===== config.mk =====
export PLATFORM = sky130hd
export DESIGN_NAME = dcp_pwm
export DESIGN_NICKNAME = d
export VERILOG_FILES = /design/src/rtl/dcp_pkg.sv /design/src/rtl/dcp_chan.sv /design/src/rtl/dcp_pwm.sv
export SDC_FILE = /design/constraint.sdc
export NUM_CORES = 1
export LEC_CHECK = 0
export BUFFER_PORTS_ARGS = -buffer_cell sky130_fd_sc_hd__buf_2
export CELL_PAD_IN_SITES_DETAIL_PLACEMENT = 1
export CELL_PAD_IN_SITES_GLOBAL_PLACEMENT = 1
export CORE_MARGIN = 4
export CORE_UTILIZATION = 47
export CTS_CLUSTER_DIAMETER = 30
export DETAILED_ROUTE_END_ITERATION = 8
export GPL_ROUTABILITY_DRIVEN = 0
export HOLD_SLACK_MARGIN = 0.05
export PLACE_DENSITY_LB_ADDON = 0.2
export RECOVER_POWER = 25
export SKIP_LAST_GASP = 1
export SLEW_MARGIN = 20
export SYNTH_ARGS = -nofsm -noshare
export SYNTH_HDL_FRONTEND = slang
export SYNTH_SLANG_ARGS = --single-unit

===== constraint.sdc =====
create_clock -name i_clk -period 5.9 [get_ports i_clk]
set_input_delay 0.885 -clock i_clk [delete_from_list [all_inputs] [get_ports i_clk]]
set_output_delay 0.885 -clock i_clk [all_outputs]
set_load 0.01 [all_outputs]

===== src/rtl/dcp_pkg.sv =====
// Shared constants of the dual channel pulse width modulator.
// Assumes APB with 32-bit data; register index times four is the byte address.
package dcp_pkg;

  // Register indices as printed; byte address is four times the index
  localparam logic [11:0] DCP_IDX_CTRL_A = 12'h370;
  localparam logic [11:0] DCP_IDX_DIV0   = 12'h372;
  localparam logic [11:0] DCP_IDX_DUTY0  = 12'h373;
  localparam logic [11:0] DCP_IDX_DIV1   = 12'h374;
  localparam logic [11:0] DCP_IDX_DUTY1  = 12'h375;
  localparam logic [11:0] DCP_IDX_CTRL_B = 12'h376;

  localparam int          DCP_AW         = 12;

  // Byte addresses on the bus
  localparam logic [11:0] DCP_ADDR_CTRL_A = 12'(DCP_IDX_CTRL_A * 4);
  localparam logic [11:0] DCP_ADDR_DIV0   = 12'(DCP_IDX_DIV0 * 4);
  localparam logic [11:0] DCP_ADDR_DUTY0  = 12'(DCP_IDX_DUTY0 * 4);
  localparam logic [11:0] DCP_ADDR_DIV1   = 12'(DCP_IDX_DIV1 * 4);
  localparam logic [11:0] DCP_ADDR_DUTY1  = 12'(DCP_IDX_DUTY1 * 4);
  localparam logic [11:0] DCP_ADDR_CTRL_B = 12'(DCP_IDX_CTRL_B * 4);

  // Field positions of output_control_a
  localparam int DCP_A_SEL0    = 0;
  localparam int DCP_A_SEL1    = 1;
  localparam int DCP_A_TICK_LO = 6;
  localparam int DCP_A_TICK_HI = 7;

  // Field positions of output_control_b
  localparam int DCP_B_EN0     = 0;
  localparam int DCP_B_EN1     = 1;
  localparam int DCP_B_PORT0   = 2;
  localparam int DCP_B_PORT1   = 3;

  // Implemented bits; the rest read as zero
  localparam logic [7:0] DCP_MASK_CTRL_A = 8'hC3;
  localparam logic [7:0] DCP_MASK_CTRL_B = 8'h0F;

  // Reset values
  localparam logic [7:0] DCP_RST_CTRL = 8'h00;
  localparam logic [7:0] DCP_RST_DIV  = 8'h00;
  localparam logic [7:0] DCP_RST_DUTY = 8'h00;

  // Last step of a 255-step period
  localparam logic [7:0] DCP_STEP_LAST = 8'hFE;

  // Tick source divider width (divide by up to 16)
  localparam int DCP_TDIV_W = 4;

endpackage


===== src/rtl/dcp_chan.sv =====
// One modulator channel: prelatches, active latches, step and period counters.
// Assumes a one-cycle tick enable from the shared tick source divider.
`timescale 1ns/1ps
module dcp_chan
  import dcp_pkg::*;
#(
  parameter int WIDTH = 8
)
(
  // Clock and reset
  input  wire logic             i_clk,
  input  wire logic             i_rst_b,
  // Control
  input  wire logic             i_tick,
  input  wire logic             i_en,
  // Register writes
  input  wire logic             i_wr_div,
  input  wire logic             i_wr_duty,
  input  wire logic [WIDTH-1:0] i_wdata,
  // State
  output logic      [WIDTH-1:0] o_div,
  output logic      [WIDTH-1:0] o_duty,
  output logic                  o_wave
);

  logic [WIDTH-1:0] div_pl_q,  div_pl_d;
  logic [WIDTH-1:0] duty_pl_q, duty_pl_d;
  logic [WIDTH-1:0] div_l_q,   div_l_d;
  logic [WIDTH-1:0] duty_l_q,  duty_l_d;
  logic [WIDTH-1:0] pcnt_q,    pcnt_d;
  logic [WIDTH-1:0] step_q,    step_d;
  logic             wave_q,    wave_d;
  logic             en_q;
  logic             start;
  logic             adv;
  logic             pend;

  ////////////////////////////////////////////////////////////////////////////
  always_comb
  begin
    start     = i_en & ~en_q;
    adv       = i_en & ~start & i_tick & (pcnt_q == '0);
    pend      = adv & (step_q == WIDTH'(DCP_STEP_LAST));
    div_pl_d  = div_pl_q;
    duty_pl_d = duty_pl_q;
    div_l_d   = div_l_q;
    duty_l_d  = duty_l_q;
    pcnt_d    = pcnt_q;
    step_d    = step_q;
    wave_d    = wave_q;
    if (i_wr_div)
    begin
      div_pl_d = i_wdata;
    end
    if (i_wr_duty)
    begin
      duty_pl_d = i_wdata;
    end
    if (start)
    begin
      // First period after enable runs on the old latches
      pcnt_d = div_l_q;
      step_d = '0;
    end
    else if (pend)
    begin
      div_l_d  = div_pl_q;
      duty_l_d = duty_pl_q;
      pcnt_d   = div_pl_q;
      step_d   = '0;
    end
    else if (adv)
    begin
      pcnt_d = div_l_q;
      step_d = step_q + WIDTH'(1);
    end
    else if (i_en & i_tick)
    begin
      pcnt_d = pcnt_q - WIDTH'(1);
    end
    // Disabled: level frozen, counters and latches kept
    if (i_en)
    begin
      wave_d = (step_d < duty_l_d);
    end
  end

  always_ff @(posedge i_clk)
  begin
    if (!i_rst_b)
    begin
      div_pl_q  <= DCP_RST_DIV;
      duty_pl_q <= DCP_RST_DUTY;
      div_l_q   <= DCP_RST_DIV;
      duty_l_q  <= DCP_RST_DUTY;
      pcnt_q    <= '0;
      step_q    <= '0;
      wave_q    <= 1'b0;
      en_q      <= 1'b0;
    end
    else
    begin
      div_pl_q  <= div_pl_d;
      duty_pl_q <= duty_pl_d;
      div_l_q   <= div_l_d;
      duty_l_q  <= duty_l_d;
      pcnt_q    <= pcnt_d;
      step_q    <= step_d;
      wave_q    <= wave_d;
      en_q      <= i_en;
    end
  end

  assign o_div  = div_l_q;
  assign o_duty = duty_l_q;
  assign o_wave = wave_q;

  ////////////////////////////////////////////////////////////////////////////
  chk_freeze_off: assert property (@(posedge i_clk) disable iff (!i_rst_b)
    !i_en |=> $stable(o_wave))
    else $error("output moved while disabled");

  chk_level_duty: assert property (@(posedge i_clk) disable iff (!i_rst_b)
    $past(i_en) |-> o_wave == (step_q < duty_l_q))
    else $error("output level disagrees with step and duty");

  chk_latch_transfer: assert property (@(posedge i_clk) disable iff (!i_rst_b)
    pend |=> (div_l_q == $past(div_pl_q)) && (pcnt_q == $past(div_pl_q)))
    else $error("divider prelatch not transferred at period start");

  chk_latch_hold: assert property (@(posedge i_clk) disable iff (!i_rst_b)
    !pend |=> $stable(div_l_q) && $stable(duty_l_q))
    else $error("latch changed outside a period boundary");

  chk_step_range: assert property (@(posedge i_clk) disable iff (!i_rst_b)
    step_q <= WIDTH'(DCP_STEP_LAST))
    else $error("step counter passed 254");

  chk_duty_zero: assert property (@(posedge i_clk) disable iff (!i_rst_b)
    $past(i_en) && duty_l_q == '0 |-> !o_wave)
    else $error("zero duty drove high");

endmodule


===== src/rtl/dcp_pwm.sv =====
// Overview of operation
// - Two independent channels, each with 8-bit duty resolution.
// - Tick source is base clock divided by 2, 4, 8 or 16, bits 7-6.
// - Both channel prescalers run from one shared tick source.
// - Period is 255 times (divider plus one) ticks.
// - High time is (divider plus one) times duty ticks.
// - Divider writes go to a hidden prelatch, loaded at next period start.
// - Divider reads return the active latch, not the pending prelatch.
// - Duty writes go to a hidden prelatch, loaded at next period start.
// - Duty reads return the active duty latch.
// - After enabling, the first period still uses the old settings.
// - Clearing enable freezes the output at its present level.
// - Divider and duty keep their values while disabled.
// - Outputs are low right after reset.
// - Control b bits 0 and 1 enable channel 0 and 1 output.
// - Control b bits 2 and 3 hand the chosen pin to the modulator.
// - Control a bits 0 and 1 pick the pin group per channel.
// - Switch 0 leaves an ordinary port; switch 1 carries pulses or holds.
//
// Top of the modulator: APB register slave, tick divider and pin routing.
// Assumes an APB master on i_clk and port logic that honours the pin owns.
`timescale 1ns/1ps
module dcp_pwm
  import dcp_pkg::*;
#(
  parameter int NCH   = 2,
  parameter int WIDTH = 8
)
(
  // Clock and reset
  input  wire logic             i_clk,
  input  wire logic             i_rst_b,
  // APB slave
  input  wire logic             i_psel,
  input  wire logic             i_penable,
  input  wire logic             i_pwrite,
  input  wire logic [DCP_AW-1:0] i_paddr,
  input  wire logic [31:0]      i_pwdata,
  input  wire logic [3:0]       i_pstrb,
  output logic      [31:0]      o_prdata,
  output logic                  o_pready,
  output logic                  o_pslverr,
  // Waveforms
  output logic                  o_wave_out_a,
  output logic                  o_wave_out_b,
  // Pin ownership per channel
  output logic      [NCH-1:0]   o_port_group_low_own,
  output logic      [NCH-1:0]   o_port_group_high_own
);

  ////////////////////////////////////////////////////////////////////////////
  // Register file

  logic [7:0]          ctrl_a_q, ctrl_a_d;
  logic [7:0]          ctrl_b_q, ctrl_b_d;
  logic [31:0]         prdata_q, prdata_d;
  logic                setup;
  logic                access;
  logic                hit;
  logic                wr_ok;
  logic                sel_ctrl_a;
  logic                sel_ctrl_b;
  logic [NCH-1:0]      sel_div;
  logic [NCH-1:0]      sel_duty;
  logic [NCH-1:0]      wr_div;
  logic [NCH-1:0]      wr_duty;
  logic [NCH-1:0]      ch_en;
  logic [NCH-1:0]      ch_wave;
  logic [WIDTH-1:0]    ch_div  [NCH];
  logic [WIDTH-1:0]    ch_duty [NCH];
  logic [11:0]         div_addr  [NCH];
  logic [11:0]         duty_addr [NCH];

  assign div_addr[0]  = DCP_ADDR_DIV0;
  assign div_addr[1]  = DCP_ADDR_DIV1;
  assign duty_addr[0] = DCP_ADDR_DUTY0;
  assign duty_addr[1] = DCP_ADDR_DUTY1;

  // Decode
  always_comb
  begin
    setup      = i_psel & ~i_penable;
    access     = i_psel & i_penable;
    sel_ctrl_a = (i_paddr == DCP_ADDR_CTRL_A);
    sel_ctrl_b = (i_paddr == DCP_ADDR_CTRL_B);
    for (int c = 0; c < NCH; c++)
    begin
      sel_div[c]  = (i_paddr == div_addr[c]);
      sel_duty[c] = (i_paddr == duty_addr[c]);
    end
    hit = sel_ctrl_a | sel_ctrl_b | (|sel_div) | (|sel_duty);
    // Data sits in the low byte; a write without that lane stores nothing
    wr_ok = access & i_pwrite & hit & i_pstrb[0];
  end

  assign wr_div  = sel_div  & {NCH{wr_ok}};
  assign wr_duty = sel_duty & {NCH{wr_ok}};

  // Control registers
  always_comb
  begin
    ctrl_a_d = ctrl_a_q;
    ctrl_b_d = ctrl_b_q;
    if (wr_ok & sel_ctrl_a)
    begin
      ctrl_a_d = i_pwdata[7:0] & DCP_MASK_CTRL_A;
    end
    if (wr_ok & sel_ctrl_b)
    begin
      ctrl_b_d = i_pwdata[7:0] & DCP_MASK_CTRL_B;
    end
  end

  // Read data captured in setup so it stands through the access phase
  always_comb
  begin
    prdata_d = prdata_q;
    if (setup & ~i_pwrite)
    begin
      prdata_d = 32'h0000_0000;
      if (sel_ctrl_a)
      begin
        prdata_d[7:0] = ctrl_a_q;
      end
      if (sel_ctrl_b)
      begin
        prdata_d[7:0] = ctrl_b_q;
      end
      for (int c = 0; c < NCH; c++)
      begin
        if (sel_div[c])
        begin
          prdata_d[WIDTH-1:0] = ch_div[c];
        end
        if (sel_duty[c])
        begin
          prdata_d[WIDTH-1:0] = ch_duty[c];
        end
      end
    end
  end

  always_ff @(posedge i_clk)
  begin
    if (!i_rst_b)
    begin
      ctrl_a_q <= DCP_RST_CTRL;
      ctrl_b_q <= DCP_RST_CTRL;
      prdata_q <= 32'h0000_0000;
    end
    else
    begin
      ctrl_a_q <= ctrl_a_d;
      ctrl_b_q <= ctrl_b_d;
      prdata_q <= prdata_d;
    end
  end

  // Zero wait states; unmapped or misaligned addresses answer with an error
  assign o_pready  = 1'b1;
  assign o_pslverr = access & ~hit;
  assign o_prdata  = prdata_q;

  ////////////////////////////////////////////////////////////////////////////
  // Shared tick source

  logic [DCP_TDIV_W-1:0] tdiv_q, tdiv_d;
  logic [DCP_TDIV_W-1:0] tmask;
  logic                  tick;

  always_comb
  begin
    // Select 0..3 gives masks 1, 3, 7, 15: divide by 2, 4, 8, 16
    case (ctrl_a_q[DCP_A_TICK_HI:DCP_A_TICK_LO])
      2'h0:    tmask = 4'h1;
      2'h1:    tmask = 4'h3;
      2'h2:    tmask = 4'h7;
      2'h3:    tmask = 4'hF;
      default: tmask = 4'h1;
    endcase
    tdiv_d = tdiv_q + DCP_TDIV_W'(1);
    // Free running; changing the select mid-run may shorten one tick
    tick   = ((tdiv_q & tmask) == tmask);
  end

  always_ff @(posedge i_clk)
  begin
    if (!i_rst_b)
    begin
      tdiv_q <= '0;
    end
    else
    begin
      tdiv_q <= tdiv_d;
    end
  end

  ////////////////////////////////////////////////////////////////////////////
  // Channels

  assign ch_en[0] = ctrl_b_q[DCP_B_EN0];
  assign ch_en[1] = ctrl_b_q[DCP_B_EN1];

  generate
    for (genvar g = 0; g < NCH; g++)
    begin : g_ch
      dcp_chan #(
        .WIDTH (WIDTH)
      ) u_chan (
        .i_clk     (i_clk),
        .i_rst_b   (i_rst_b),
        .i_tick    (tick),
        .i_en      (ch_en[g]),
        .i_wr_div  (wr_div[g]),
        .i_wr_duty (wr_duty[g]),
        .i_wdata   (i_pwdata[WIDTH-1:0]),
        .o_div     (ch_div[g]),
        .o_duty    (ch_duty[g]),
        .o_wave    (ch_wave[g])
      );
    end
  endgenerate

  ////////////////////////////////////////////////////////////////////////////
  // Pin routing

  logic [NCH-1:0] port_sw;
  logic [NCH-1:0] grp_sel;

  assign port_sw[0] = ctrl_b_q[DCP_B_PORT0];
  assign port_sw[1] = ctrl_b_q[DCP_B_PORT1];
  assign grp_sel[0] = ctrl_a_q[DCP_A_SEL0];
  assign grp_sel[1] = ctrl_a_q[DCP_A_SEL1];

  // Switch low leaves the pin to the port; held level shows while disabled
  assign o_port_group_high_own = port_sw & ~grp_sel;
  assign o_port_group_low_own  = port_sw &  grp_sel;
  assign o_wave_out_a          = ch_wave[0];
  assign o_wave_out_b          = ch_wave[1];

  ////////////////////////////////////////////////////////////////////////////
  // Checks

  logic ctrl_a_wr;

  // A select write mid-count shortens one tick, so those attempts are dropped
  assign ctrl_a_wr = wr_ok & sel_ctrl_a;

  chk_tick_div2: assert property (@(posedge i_clk)
    disable iff (!i_rst_b || ctrl_a_wr)
    tick && ctrl_a_q[7:6] == 2'h0 |=> !tick ##1 tick)
    else $error("divide by two tick spacing wrong");

  chk_tick_div4: assert property (@(posedge i_clk)
    disable iff (!i_rst_b || ctrl_a_wr)
    tick && ctrl_a_q[7:6] == 2'h1 |=> !tick [*3] ##1 tick)
    else $error("divide by four tick spacing wrong");

  chk_tick_div8: assert property (@(posedge i_clk)
    disable iff (!i_rst_b || ctrl_a_wr)
    tick && ctrl_a_q[7:6] == 2'h2 |=> !tick [*7] ##1 tick)
    else $error("divide by eight tick spacing wrong");

  chk_tick_div16: assert property (@(posedge i_clk)
    disable iff (!i_rst_b || ctrl_a_wr)
    tick && ctrl_a_q[7:6] == 2'h3 && $stable(ctrl_a_q) |=> !tick [*8])
    else $error("divide by sixteen tick too early");

  chk_reset_low: assert property (@(posedge i_clk)
    !i_rst_b |=> !o_wave_out_a && !o_wave_out_b)
    else $error("output not low after reset");

  chk_div_hidden: assert property (@(posedge i_clk) disable iff (!i_rst_b)
    wr_div[0] && !(ch_en[0] && tick) |=> ch_div[0] == $past(ch_div[0]))
    else $error("divider write visible before period start");

  chk_hold_off: assert property (@(posedge i_clk) disable iff (!i_rst_b)
    !ch_en[1] && !wr_duty[1] |=> $stable(ch_duty[1]) && $stable(ch_div[1]))
    else $error("settings changed while disabled");

  chk_pin_owner: assert property (@(posedge i_clk) disable iff (!i_rst_b)
    !(o_port_group_low_own[0] && o_port_group_high_own[0]))
    else $error("one channel owns both pin groups");

  chk_enable_bit: assert property (@(posedge i_clk) disable iff (!i_rst_b)
    wr_ok && sel_ctrl_b |=> ch_en[0] == $past(i_pwdata[0]))
    else $error("enable bit not taken from write");

  chk_bad_addr: assert property (@(posedge i_clk) disable iff (!i_rst_b)
    access && !hit |-> o_pslverr && o_pready)
    else $error("unmapped access not refused");

  chk_tick_sel: assert property (@(posedge i_clk) disable iff (!i_rst_b)
    ctrl_a_wr |=> ctrl_a_q[7:6] == $past(i_pwdata[7:6]))
    else $error("tick select not taken from write");

  chk_group_bits: assert property (@(posedge i_clk) disable iff (!i_rst_b)
    ctrl_a_wr |=> grp_sel == $past(i_pwdata[1:0]))
    else $error("group select not taken from write");

  chk_switch_bits: assert property (@(posedge i_clk) disable iff (!i_rst_b)
    wr_ok && sel_ctrl_b |=> port_sw == $past(i_pwdata[3:2]))
    else $error("pin switch not taken from write");

  chk_enable_bit1: assert property (@(posedge i_clk) disable iff (!i_rst_b)
    wr_ok && sel_ctrl_b |=> ch_en[1] == $past(i_pwdata[1]))
    else $error("second enable bit not taken from write");

  chk_ctrl_masks: assert property (@(posedge i_clk) disable iff (!i_rst_b)
    (ctrl_a_q & ~DCP_MASK_CTRL_A) == 8'h00 && (ctrl_b_q & ~DCP_MASK_CTRL_B) == 8'h00)
    else $error("unimplemented control bit set");

  chk_div_read: assert property (@(posedge i_clk) disable iff (!i_rst_b)
    setup && !i_pwrite && sel_div[0] |=> o_prdata[7:0] == $past(ch_div[0]))
    else $error("divider read not from active latch");

  chk_duty_read: assert property (@(posedge i_clk) disable iff (!i_rst_b)
    setup && !i_pwrite && sel_duty[1] |=> o_prdata[7:0] == $past(ch_duty[1]))
    else $error("duty read not from active latch");

  chk_rdata_upper: assert property (@(posedge i_clk) disable iff (!i_rst_b)
    o_prdata[31:8] == 24'h000000)
    else $error("upper read data not zero");

  chk_freeze_a: assert property (@(posedge i_clk) disable iff (!i_rst_b)
    !ch_en[0] |=> $stable(o_wave_out_a))
    else $error("first output moved while disabled");

  chk_freeze_b: assert property (@(posedge i_clk) disable iff (!i_rst_b)
    !ch_en[1] |=> $stable(o_wave_out_b))
    else $error("second output moved while disabled");

  chk_own_off: assert property (@(posedge i_clk) disable iff (!i_rst_b)
    !port_sw[1] |-> !o_port_group_low_own[1] && !o_port_group_high_own[1])
    else $error("pin owned with switch off");

  chk_err_idle: assert property (@(posedge i_clk) disable iff (!i_rst_b)
    !access |-> !o_pslverr)
    else $error("error outside access phase");

  chk_reset_regs: assert property (@(posedge i_clk)
    !i_rst_b |=> ctrl_a_q == DCP_RST_CTRL && ctrl_b_q == DCP_RST_CTRL)
    else $error("control not cleared by reset");

endmodule

Word level (Yosys, flattened, before mapping)
Cells that the tools add are included.

word-level totals
  logic and storage cells = 110
  flip-flop bits (word level) = 120
  output and inout bits = 40

operators by class
  equal/unequal tests = 12
  add/subtract/negate cells = 5
  reduce and logical (&&, ||, !) cells = 9
  mux-type cells = 25
  $lt $le $gt $ge = 2
  bitwise operators = 37

operators with widths
  operator                                                                count
  8-bit two-way mux                                                       24
  12-bit equality test (second input constant)                            6
  1-bit bitwise AND                                                       21
  8-bit by 1-bit adder with 8-bit output (second input constant)          2
  8-bit equality test (second input constant)                             2
  8-bit logical NOT                                                       2
  8-bit < comparator                                                      2
  4-bit case mux with 4 select lines                                      1
  8-bit by 1-bit subtractor with 8-bit output (second input constant)     2
  2-bit bitwise AND                                                       4
  4-bit nonzero test                                                      2
  1-bit inverter                                                          7
  4-bit by 1-bit adder with 4-bit output (second input constant)          1
  4-bit bitwise AND                                                       1
  2-bit equality test (second input constant)                             2
  4-bit equality test                                                     1
  2-bit AND reduction                                                     2
  2-bit OR reduction                                                      2
  1-bit bitwise OR                                                        3
  2-bit by 1-bit equality test with 1-bit output (second input constant)  1
  2-bit logical NOT                                                       1
  2-bit inverter                                                          1

Longest topological paths before layout
Gate-level depths: netlist of the first run.

  word-level depth = 10
  depth in mapped cells = 16
  gate-level depth less buffers = 14

By module
From an unflattened synthesis of the first run, not the netlist that was laid out.

second synthesis, totals
  cell total of the unflattened synthesis = 760
  area total of the unflattened synthesis = 6672.6 µm²

modules (own cells, without submodules)
  module    cells each  times used  area an instance (µm²)
  dcp_chan  280         2           2555.0
  dcp_pwm   200         1           1562.7

Least setup slack after synthesis of the first run
No wires, ideal clock.

  kind = register to register
  start point = register g_ch[0].u_chan.pcnt_q[2]
  end point = register g_ch[0].u_chan.wave_q
  path slack = 2922 ps
  clock period less this slack = 2978 ps
  stages on the path, launching flop included = 12
  library setup time = 77 ps
  required time = 5823 ps
  arrival = 2901 ps
  path through = dfxtp_1 > or4_4 > nor4_2 > nand4_1 > nor4_2 > xnor2_1 > nor2_1 > ha_1 > and3_1 > a2111oi_0 > o21ai_0 > a41oi_2

on the way
  word-level cells in the longest chain between the ends = 6
  elaborated cells on any way between the ends = 9
  those cells by class = order compare: 1; mux: 5; bitwise: 2; reduce/logical: 1

ends and longest elaborated chain
  element                                                        line                            text
  from (decl)                                                    dcp_chan.sv:30                  logic [WIDTH-1:0] pcnt_q, pcnt_d;
  from (signal assigned)                                         dcp_chan.sv:107                 pcnt_q <= pcnt_d;
  8-bit logical NOT (*)                                          dcp_chan.sv:42                  adv = i_en & ~start & i_tick & (pcnt_q == '0);
  1-bit bitwise AND (*)                                          dcp_chan.sv:42
  8-bit two-way mux / 1-bit bitwise AND (equally long branches)  dcp_chan.sv:72, dcp_chan.sv:43
  8-bit two-way mux (*)                                          dcp_chan.sv:65                  else if (pend)
  8-bit two-way mux (*)                                          dcp_chan.sv:59                  if (start)
  via g_ch[0].u_chan.step_d[6]                                   dcp_chan.sv:31                  logic [WIDTH-1:0] step_q, step_d;
  8-bit < comparator (*)                                         dcp_chan.sv:84                  wave_d = (step_d < duty_l_d);
  to (signal assigned)                                           dcp_chan.sv:109                 wave_q <= wave_d;
  to (decl)                                                      dcp_chan.sv:32                  logic wave_q, wave_d;

The timed path passes the listed nets; every way through them passes the cells marked *.
A chain may end at the register's enable or synchronous reset.

Final worst setup path of the first run
Ends and elaborated chain as after synthesis.

==> results of run 1 <==
registers in the layout, indices dropped and copies added (netlist names), 8 cells and up:
| signal | cells |
|---|---|
| g_ch.u_chan.div_pl_q | 16 |
| g_ch.u_chan.duty_pl_q | 16 |
| g_ch.u_chan.o_div | 16 |
| g_ch.u_chan.o_duty | 16 |
| g_ch.u_chan.pcnt_q | 16 |
| g_ch.u_chan.step_q | 16 |
| o_prdata | 8 |
power by group through the flow:
stage / Clock [uW] / Combinational [uW] / Sequential, uW
after global routing: 1160 / 77.4 / 818
after floorplan: 0 / 54.7 / 835
after CTS: 1120 / 70.2 / 818
after detailed placement: 0 / 69.5 / 835
final: 1110 / 70.3 / 818
after global placement: 0 / 68.1 / 835
layer usage:
layer / part of all wire (%) / global-route usage [%] / wire, um
met4: 2.9 / 10.1 / 549
met1: 42 / 29.2 / 7860
met3: 3.3 / 5.40 / 623
met2: 52 / 43.4 / 9700
met5: 0 / 0 / 0
critical path, delay by kind of cell (launching register included):
family / cells / cell delay (ps)
flops: 1 / 360
fa+ha+maj: 1 / 290
simple gates: 6 / 2580
compound gates: 3 / 800
xor+xnor: 1 / 200
Yosys cell counts (4+ instances only):
cell type | n | area [um2]
a41oi_2 | 6 | 97.6
nand4_1 | 16 | 100
nor2_1 | 47 | 176
and4_1 | 5 | 43.8
nor2b_1 | 67 | 419
nand2_2 | 7 | 43.8
a31oi_1 | 7 | 43.8
xnor2_1 | 16 | 140
nand2_1 | 58 | 218
a21boi_0 | 14 | 105
o21ai_0 | 38 | 190
o211ai_1 | 12 | 90.1
ha_1 | 23 | 288
inv_1 | 12 | 45.0
a221oi_1 | 4 | 35.0
nand4b_1 | 4 | 35.0
a41oi_1 | 4 | 35.0
buf_4 | 28 | 210
nor4_1 | 4 | 25.0
and2_1 | 11 | 68.8
xor2_1 | 9 | 78.8
nor3_2 | 4 | 40.0
dfxtp_1 | 120 | 2400
buf_2 | 7 | 35.0
a21boi_1 | 5 | 37.5
nor3_1 | 8 | 40.0
a21oi_1 | 23 | 115
nand3_1 | 17 | 85.1
o22ai_1 | 4 | 25.0
clkbuf_1 | 24 | 90.1
mux2i_1 | 65 | 651
cells by family after synthesis:
group / after synthesis / share of synthesized area, %
compound gates: 135 / 14.6
xor+xnor: 25 / 3.41
fa+ha+maj: 23 / 4.48
buf+inv: 72 / 6.10
flops: 120 / 37.4
mux: 65 / 10.1
other cells: 2 / 0.117
simple gates: 274 / 23.7
final timing paths:
kind / from / end / slack [ps] / cells after the start
worst max-delay path: g_ch[0].u_chan.pcnt_q[2] / g_ch[0].u_chan.o_wave / 1570 / 11
worst min-delay path: o_prdata[1] / o_prdata[1] / 490 / 2
worst max register to register: g_ch[0].u_chan.pcnt_q[2] / g_ch[0].u_chan.o_wave / 1570 / 11
worst min register to register: o_prdata[1] / o_prdata[1] / 490 / 2
per-stage QoR:
stage               area (um2)  worst slack, ps  hold WS (ps)
global placement          6600             1810           463
finish                    7220             1570           493
floorplan                 6510             2920           440
detailed placement        6600             1600           481
global route              7220             1130           525
CTS                       7240             1580           490
layout make-up:
type | count | share of cell area, %
repair buffers | 43 | 2.77
multi-input cells | 547 | 51.5
clock buffers | 24 | 7.23
flip-flops and latches | 120 | 33.3
well taps | 176 | 3.05
clock inverters | 7 | 1.56
inverters | 12 | 0.624
==> out/metrics.yaml, run 1 <==
status:
  status: "finished, violations left"
  violations: "capacitance limit, slew limit"
power:
  leakage_uw: 0.00280
  intPower_uw: 1580
  swShare_pct: 21.0
  power.switching_uw: 420
  p_seq_share_pct: 41.0
  p_total_uw: 2000
  ir_worst_vdd_v: 0.000219
  p_comb_share_pct: 3.5
  cellPowerDensity_mw_per_mm2: 277
  p_clk_share_pct: 55.5
placed_design:
  place_inst: 898
  numPortBuffers: 40
  hpwl_um: 13500
finish:
  drive_above_1_share_pct: 12.0
  area_delta_synth_final_pct: 12.4
  diodes: 0
  multi_input_area_mm2: 0.00371
  layout_commonest_cell: "dfxtp_1"
  fin_nets: 817
  regArea_mm2: 0.00240
  final_core_util_pct: 54.3
  n_fill_cell: 1550
  final_cells: 929
  most-common-layout-cells: "dfxtp_1, nor2b_1, mux2i_1"
floorplan:
  dieArea_mm2: 0.0156
  start_util_pct: 48.3
  die_h_um: 125
  ios: 93
  rows: 42
  die_w_um: 125
  design.core.area_mm2: 0.0133
critical_path:
  slowest_delay_ps: 820
  arrival_ps: 4680
  crit_chain: "or4_4, nor4_2, nand4_1, nor4_2, xnor2_1, nor2_1, ha_1, and3_1, a2111oi_0, o21ai_0, a41oi_2"
  crit_type: "reg2reg"
  startpoint_type: "flop"
  cp_slowest_cell: "nand4_1"
  cp-end-kind: "flop"
  cp_max_fo: 23
  critPathRequiredTime_ps: 6250
  crit_path_frequent_cell: "nor4_2"
clocking:
  cts-root-buf: "clkbuf_16"
  cts_buffer_depth: 2
  cts_tree: "yes"
  clk_pin_slew_worst_paths_ps: 50
  htree_num_levels: 4
  postCtsResizedCells: 0
  worstSkewPairLatency_ps: 430
  cts_buffers: 17
  postCtsSetupBuffers: 0
  cts_hold_buf: 0
  cts.sinks: 120
synth:
  syn_inst: 716
  async_reset_ff_share_pct: 0
  synth-warning-count: 0
  ys_types: 61
  synthFlopType: "dfxtp_1"
  synth_edf_count: 0
  yosysSeqAreaShare_pct: 37.4
  syn_avg_cell_area_um2: 8.97
  syn_area_mm2: 0.00642
  synth_seq_cells: 120
drt:
  ant_nets: 0
  dr.pass1.iters: 4
  avgRoutedWirePerCell_um: 20.2
  drc: 0
  via_count: 5315
  drt_iter0_drc: 393
  viasPerCell: 5.72
  wirelength_um: 18700
timing:
  rsz0062_at_grt: "false"
  relSlewSlack_pct: -45.2
  finalHoldViolCount: 0
  timing.final.crit_period_ps: 4330
  tightest_slew_ps: 2180
  drv_slew: 112
  worst_clock_skew_ps: 7.76
  setup_viol: 0
  setup_tns_ps: 0
  final.period_utilization_pct: 73.4
  fmax_mhz: 231
global_route:
  grt_max_degree: 62
  antenna_found_initial: 0
  grt_pass1_vias: 5692
  grt_pass1_wl_um: 30800
  track_usage_pct: 24.7
  grt.overflow.total: 0
run:
  cap_violations: 2
hold_path:
  hp-class: "reg2reg"
Note: power is estimated with default switching activity, not from simulation.
==> run 2, diff against run 1 <==
- CORE_UTILIZATION: 47 -> 44
- clock period: 5.9 -> 4.4 ns (I/O delays scaled with it)
==> out/metrics.yaml, run 2 (synthesis gave the netlist of run 1 again) <==
timing:
  fmax_mhz: 259  # +12%
  final.period_utilization_pct: 87.6  # +14 points
  tightest_slew_ps: 1630  # -550 ps
  rsz0062_at_grt: "false"
  worst_clock_skew_ps: 10.0  # +2.25 ps
  finalHoldViolCount: 0  # unchanged
  timing.final.crit_period_ps: 3860  # -474 ps
  relSlewSlack_pct: -8.48  # +37 points
  setup_tns_ps: 0  # unchanged
  drv_slew: 45  # -60%
  setup_viol: 0  # unchanged
global_route:
  grt.overflow.total: 0  # unchanged
  grt_pass1_wl_um: 30100  # -2.4%
  grt_max_degree: 66  # +6.5%
  track_usage_pct: 23.4  # -1.3 points
  antenna_found_initial: 0  # unchanged
  grt_pass1_vias: 5540  # -2.7%
clocking:
  cts-root-buf: "clkbuf_16"
  cts_hold_buf: 0  # unchanged
  cts_buffers: 17  # unchanged
  cts_tree: "yes"
  htree_num_levels: 4  # unchanged
  postCtsSetupBuffers: 0  # unchanged
  cts.sinks: 120  # unchanged
  cts_buffer_depth: 2  # unchanged
  postCtsResizedCells: 0  # unchanged
  clk_pin_slew_worst_paths_ps: 60  # about the same
  worstSkewPairLatency_ps: 420  # about the same
critical_path:
  cp_slowest_cell: "or4_4"
  crit_chain: "or4_4, nor4_2, nand4_1, nor3_1, xnor2_1, nor2_1, ha_1, and3_1, a2111oi_0, o21ai_0, a41oi_2"
  cp_max_fo: 8  # -65%
  crit_type: "reg2reg"
  critPathRequiredTime_ps: 4740  # -1510 ps
  arrival_ps: 4190  # -490 ps
  slowest_delay_ps: 590  # -230 ps
  cp-end-kind: "flop"
  startpoint_type: "flop"
placed_design:
  hpwl_um: 13800  # +2.4%
  numPortBuffers: 40  # unchanged
status:
  violations: "capacitance limit, slew limit"
  status: "finished, violations left"
run:
  cap_violations: 1  # -1
finish:
  area_delta_synth_final_pct: 12.3  # about the same
  final_core_util_pct: 51.2  # -3.1 points
  most-common-layout-cells: "dfxtp_1, nor2b_1, mux2i_1"
  diodes: 0  # unchanged
  drive_above_1_share_pct: 12.4  # +0.47 points
  fin_nets: 820  # +0.37%
  layout_commonest_cell: "dfxtp_1"
floorplan:
  die_w_um: 129  # +3.1%
  start_util_pct: 45.6  # -2.7 points
  design.core.area_mm2: 0.0141  # +6.0%
  die_h_um: 129  # +3.1%
  ios: 93  # unchanged
  rows: 43  # +2.4%
  dieArea_mm2: 0.0166  # +6.4%
power:
  ir_worst_vdd_v: 0.000275  # +26%
  leakage_uw: 0.00279  # about the same
  cellPowerDensity_mw_per_mm2: 358  # +29%
drt:
  drc: 0  # unchanged
  avgRoutedWirePerCell_um: 20.1  # -0.20%
  drt_iter0_drc: 307  # -22%
  viasPerCell: 5.63  # -1.6%
  via_count: 5273  # -0.79%
  wirelength_um: 18900  # +0.66%
  dr.pass1.iters: 4  # unchanged
  ant_nets: 0  # unchanged
hold_path:
  hp-class: "reg2reg"
run 2: cell types whose count changed in the layout (fill, tap and decap cells not counted), sizes merged:
cell,delta
buf,+4
clkbuf,-5
clkinv,+2
clkinvlp,+3
bufinv,-1
inv,+1
run 2: area by class of cell:
type | count | area (um2)
Fill cell | 1628 | 6890
Clock buffer | 20 | 467
Sequential cell | 120 | 2400
Clock inverter | 12 | 124
Inverter | 12 | 45.0
Timing Repair Buffer | 46 | 239
Tap cell | 180 | 225
Multi-Input combinational cell | 547 | 3710
run 2: routing by layer:
metal  GRT usage, %  share of wire, %  up-vias
met5              0                 0        -
met3           4.90               3.8       26
met1           29.0                43     2619
met2           41.0                52       81
li1               -                 -     2547
met4           6.73               1.7        0
run 2: where the power goes:
group          total, uW  internal, uW  switching [uW]
clock               1390           873             517
sequential          1100          1090            3.84
combinational       94.9          32.7            62.1
total               2580          2000             583
run 2: path summary, 6_finish.rpt:
path | start | to | slack, ps | depth (start not counted)
hold / removal | o_prdata[1] | o_prdata[1] | 490 | 2
setup / recovery | g_ch[0].u_chan.pcnt_q[2] | g_ch[0].u_chan.o_wave | 540 | 11
setup reg to reg | g_ch[0].u_chan.pcnt_q[2] | g_ch[0].u_chan.o_wave | 540 | 11
hold reg to reg | o_prdata[1] | o_prdata[1] | 490 | 2
run 2: critical path: cells and delay by family, from the launching register on:
kind | cells | cell delay [ps]
xor gates and xnor gates | 1 | 220
and+or+nand+nor | 6 | 2050
AOI/OAI and AO/OA | 3 | 840
DFF | 1 | 350
adders and majority gates | 1 | 300
run 2: metrics by stage:
stage	setup slack, ps	std cells	hold WS [ps]	area (um2)	total power (uW)
floorplan	1420	739	440	6510	1190
global placement	970	905	459	6640	1210
detailed placement	785	905	486	6640	1210
CTS	622	937	499	7230	2600
global route	262	937	510	7210	2660
finish	544	937	494	7210	2580
==> run 3, diff against run 2 <==
--- a/config.mk
+++ b/config.mk
@@ -18,2 +18,3 @@
 export RECOVER_POWER = 25
+export SKIP_CTS_REPAIR_TIMING = 1
 export SKIP_LAST_GASP = 1
==> constraint.sdc (replaced) <==
create_clock -name i_clk -period 4.4 [get_ports i_clk]
set_input_delay 0.44 -clock i_clk [delete_from_list [all_inputs] [get_ports i_clk]]
set_output_delay 0.44 -clock i_clk [all_outputs]
set_load 0.01 [all_outputs]
==> out/metrics.yaml, run 3 (synthesis gave the netlist of run 1 again) <==
drt:
  viasPerCell: 5.64  # +0.25%
  drc: 0  # unchanged
  wirelength_um: 18800  # -0.42%
  drt_iter0_drc: 325  # +5.9%
  avgRoutedWirePerCell_um: 20.0  # -0.42%
  ant_nets: 0  # unchanged
  dr.pass1.iters: 4  # unchanged
  via_count: 5286  # +0.25%
timing:
  rsz0062_at_grt: "false"
  worst_clock_skew_ps: 7.16  # -2.85 ps
  drv_slew: 65  # +44%
  timing.final.crit_period_ps: 3590  # -265 ps
  finalHoldViolCount: 0  # unchanged
  final.period_utilization_pct: 81.6  # -6.0 points
  fmax_mhz: 278  # +7.4%
  relSlewSlack_pct: -60.5  # -52 points
  setup_tns_ps: 0  # unchanged
  tightest_slew_ps: 2410  # +780 ps
  setup_viol: 0  # unchanged
critical_path:
  arrival_ps: 3940  # -250 ps
  cp-end-kind: "flop"
  cp_max_fo: 8  # unchanged
  critPathRequiredTime_ps: 4750  # about the same
  crit_type: "reg2reg"
  startpoint_type: "flop"
status:
  status: "finished, violations left"
  violations: "capacitance limit, slew limit"
floorplan:
  dieArea_mm2: 0.0166  # unchanged
  die_h_um: 129  # unchanged
  rows: 43  # unchanged
  die_w_um: 129  # unchanged
  start_util_pct: 45.6  # unchanged
  design.core.area_mm2: 0.0141  # unchanged
  ios: 93  # unchanged
global_route:
  grt_max_degree: 65  # -1.5%
  grt_pass1_wl_um: 29900  # -0.64%
  antenna_found_initial: 0  # unchanged
  grt.overflow.total: 0  # unchanged
  grt_pass1_vias: 5494  # -0.83%
  track_usage_pct: 23.3  # -0.15 points
power:
  leakage_uw: 0.00279  # about the same
  p_total_uw: 2650  # +2.6%
  ir_worst_vdd_v: 0.000271  # -1.4%
  cellPowerDensity_mw_per_mm2: 368  # +2.8%
clocking:
  htree_num_levels: 4  # unchanged
  cts-root-buf: "clkbuf_16"
  cts_tree: "yes"
  cts_buffers: 17  # unchanged
  clk_pin_slew_worst_paths_ps: 60  # about the same
  worstSkewPairLatency_ps: 420  # about the same
  cts.sinks: 120  # unchanged
  cts_buffer_depth: 2  # unchanged
finish:
  n_fill_cell: 1646  # +1.1%
  final_core_util_pct: 51.0  # -0.11 points
  most-common-layout-cells: "dfxtp_1, nor2b_1, mux2i_1"
  fin_nets: 821  # +0.12%
  drive_above_1_share_pct: 11.4  # -1.1 points
  layout_commonest_cell: "dfxtp_1"
  area_delta_synth_final_pct: 12.1
  diodes: 0  # unchanged
hold_path:
  hp-class: "in2reg"
run:
  cap_violations: 1  # unchanged
placed_design:
  numPortBuffers: 40  # unchanged
  hpwl_um: 13500  # -2.2%
-- run 3: cell types whose count changed in the layout (fill, tap and decap cells not counted), sizes merged --
cell | before | now
buf | 31 | 30
inv | 13 | 12
clkinvlp | 4 | 1
bufinv | 2 | 4
clkinv | 5 | 3
clkbuf | 35 | 40
-- run 3: final cells by class --
cell class	count	area [um2]	share of cell area, %
multi-input cells	547	3690	51.3
flip-flops and latches	120	2400	33.4
clock buffers	23	458	6.36
repair buffers	47	229	3.18
well taps	180	225	3.13
clock inverters	8	146	2.03
inverters	12	45.0	0.626
-- run 3: metal layers --
| layer | track usage, % | up-vias | wire length, um |
|---|---|---|---|
| li1 | - | 2543 | - |
| met1 | 28.9 | 2645 | 8090 |
| met2 | 41.0 | 77 | 9760 |
| met3 | 4.23 | 21 | 634 |
| met4 | 6.73 | 0 | 277 |
| met5 | 0 | - | 0 |
-- run 3: per-stage QoR --
step / cells / area, um2 / hold slack [ps] / setup WS (ps)
3_3_place_gp: 906 / 6640 / 458 / 1000
4_1_cts: 937 / 7240 / 371 / 794
2_1_floorplan: 739 / 6510 / 440 / 1420
3_5_place_dp: 906 / 6640 / 476 / 839
6_report: 937 / 7200 / 385 / 809
5_1_grt: 937 / 7200 / 396 / 554
-- run 3: worst paths after layout --
| kind | start | endpoint | slack [ps] | depth (start not counted) |
|---|---|---|---|---|
| max reg2reg | tdiv_q[1] | g_ch[0].u_chan.o_wave | 810 | 11 |
| min reg2reg | o_prdata[1] | o_prdata[1] | 480 | 2 |
| min | i_pwdata[5] | g_ch[0].u_chan.duty_pl_q[5] | 390 | 3 |
| max | tdiv_q[1] | g_ch[0].u_chan.o_wave | 810 | 11 |
-- run 3: report_power, final --
group	internal (uW)	switching (uW)
clock network	958	501
logic	32.3	62.6
registers	1090	3.84
-- run 3: worst max-delay path: stages (launching register included) --
cell and delay (ps):
dfxtp_1 380, nand2_1 110, a21boi_0 670, nand4_1 520, nor3_1 360, xnor2_1 190, nor2_1 80, ha_1 310
and3_1 210, a2111oi_0 370, o21ai_0 150, a41oi_2 170
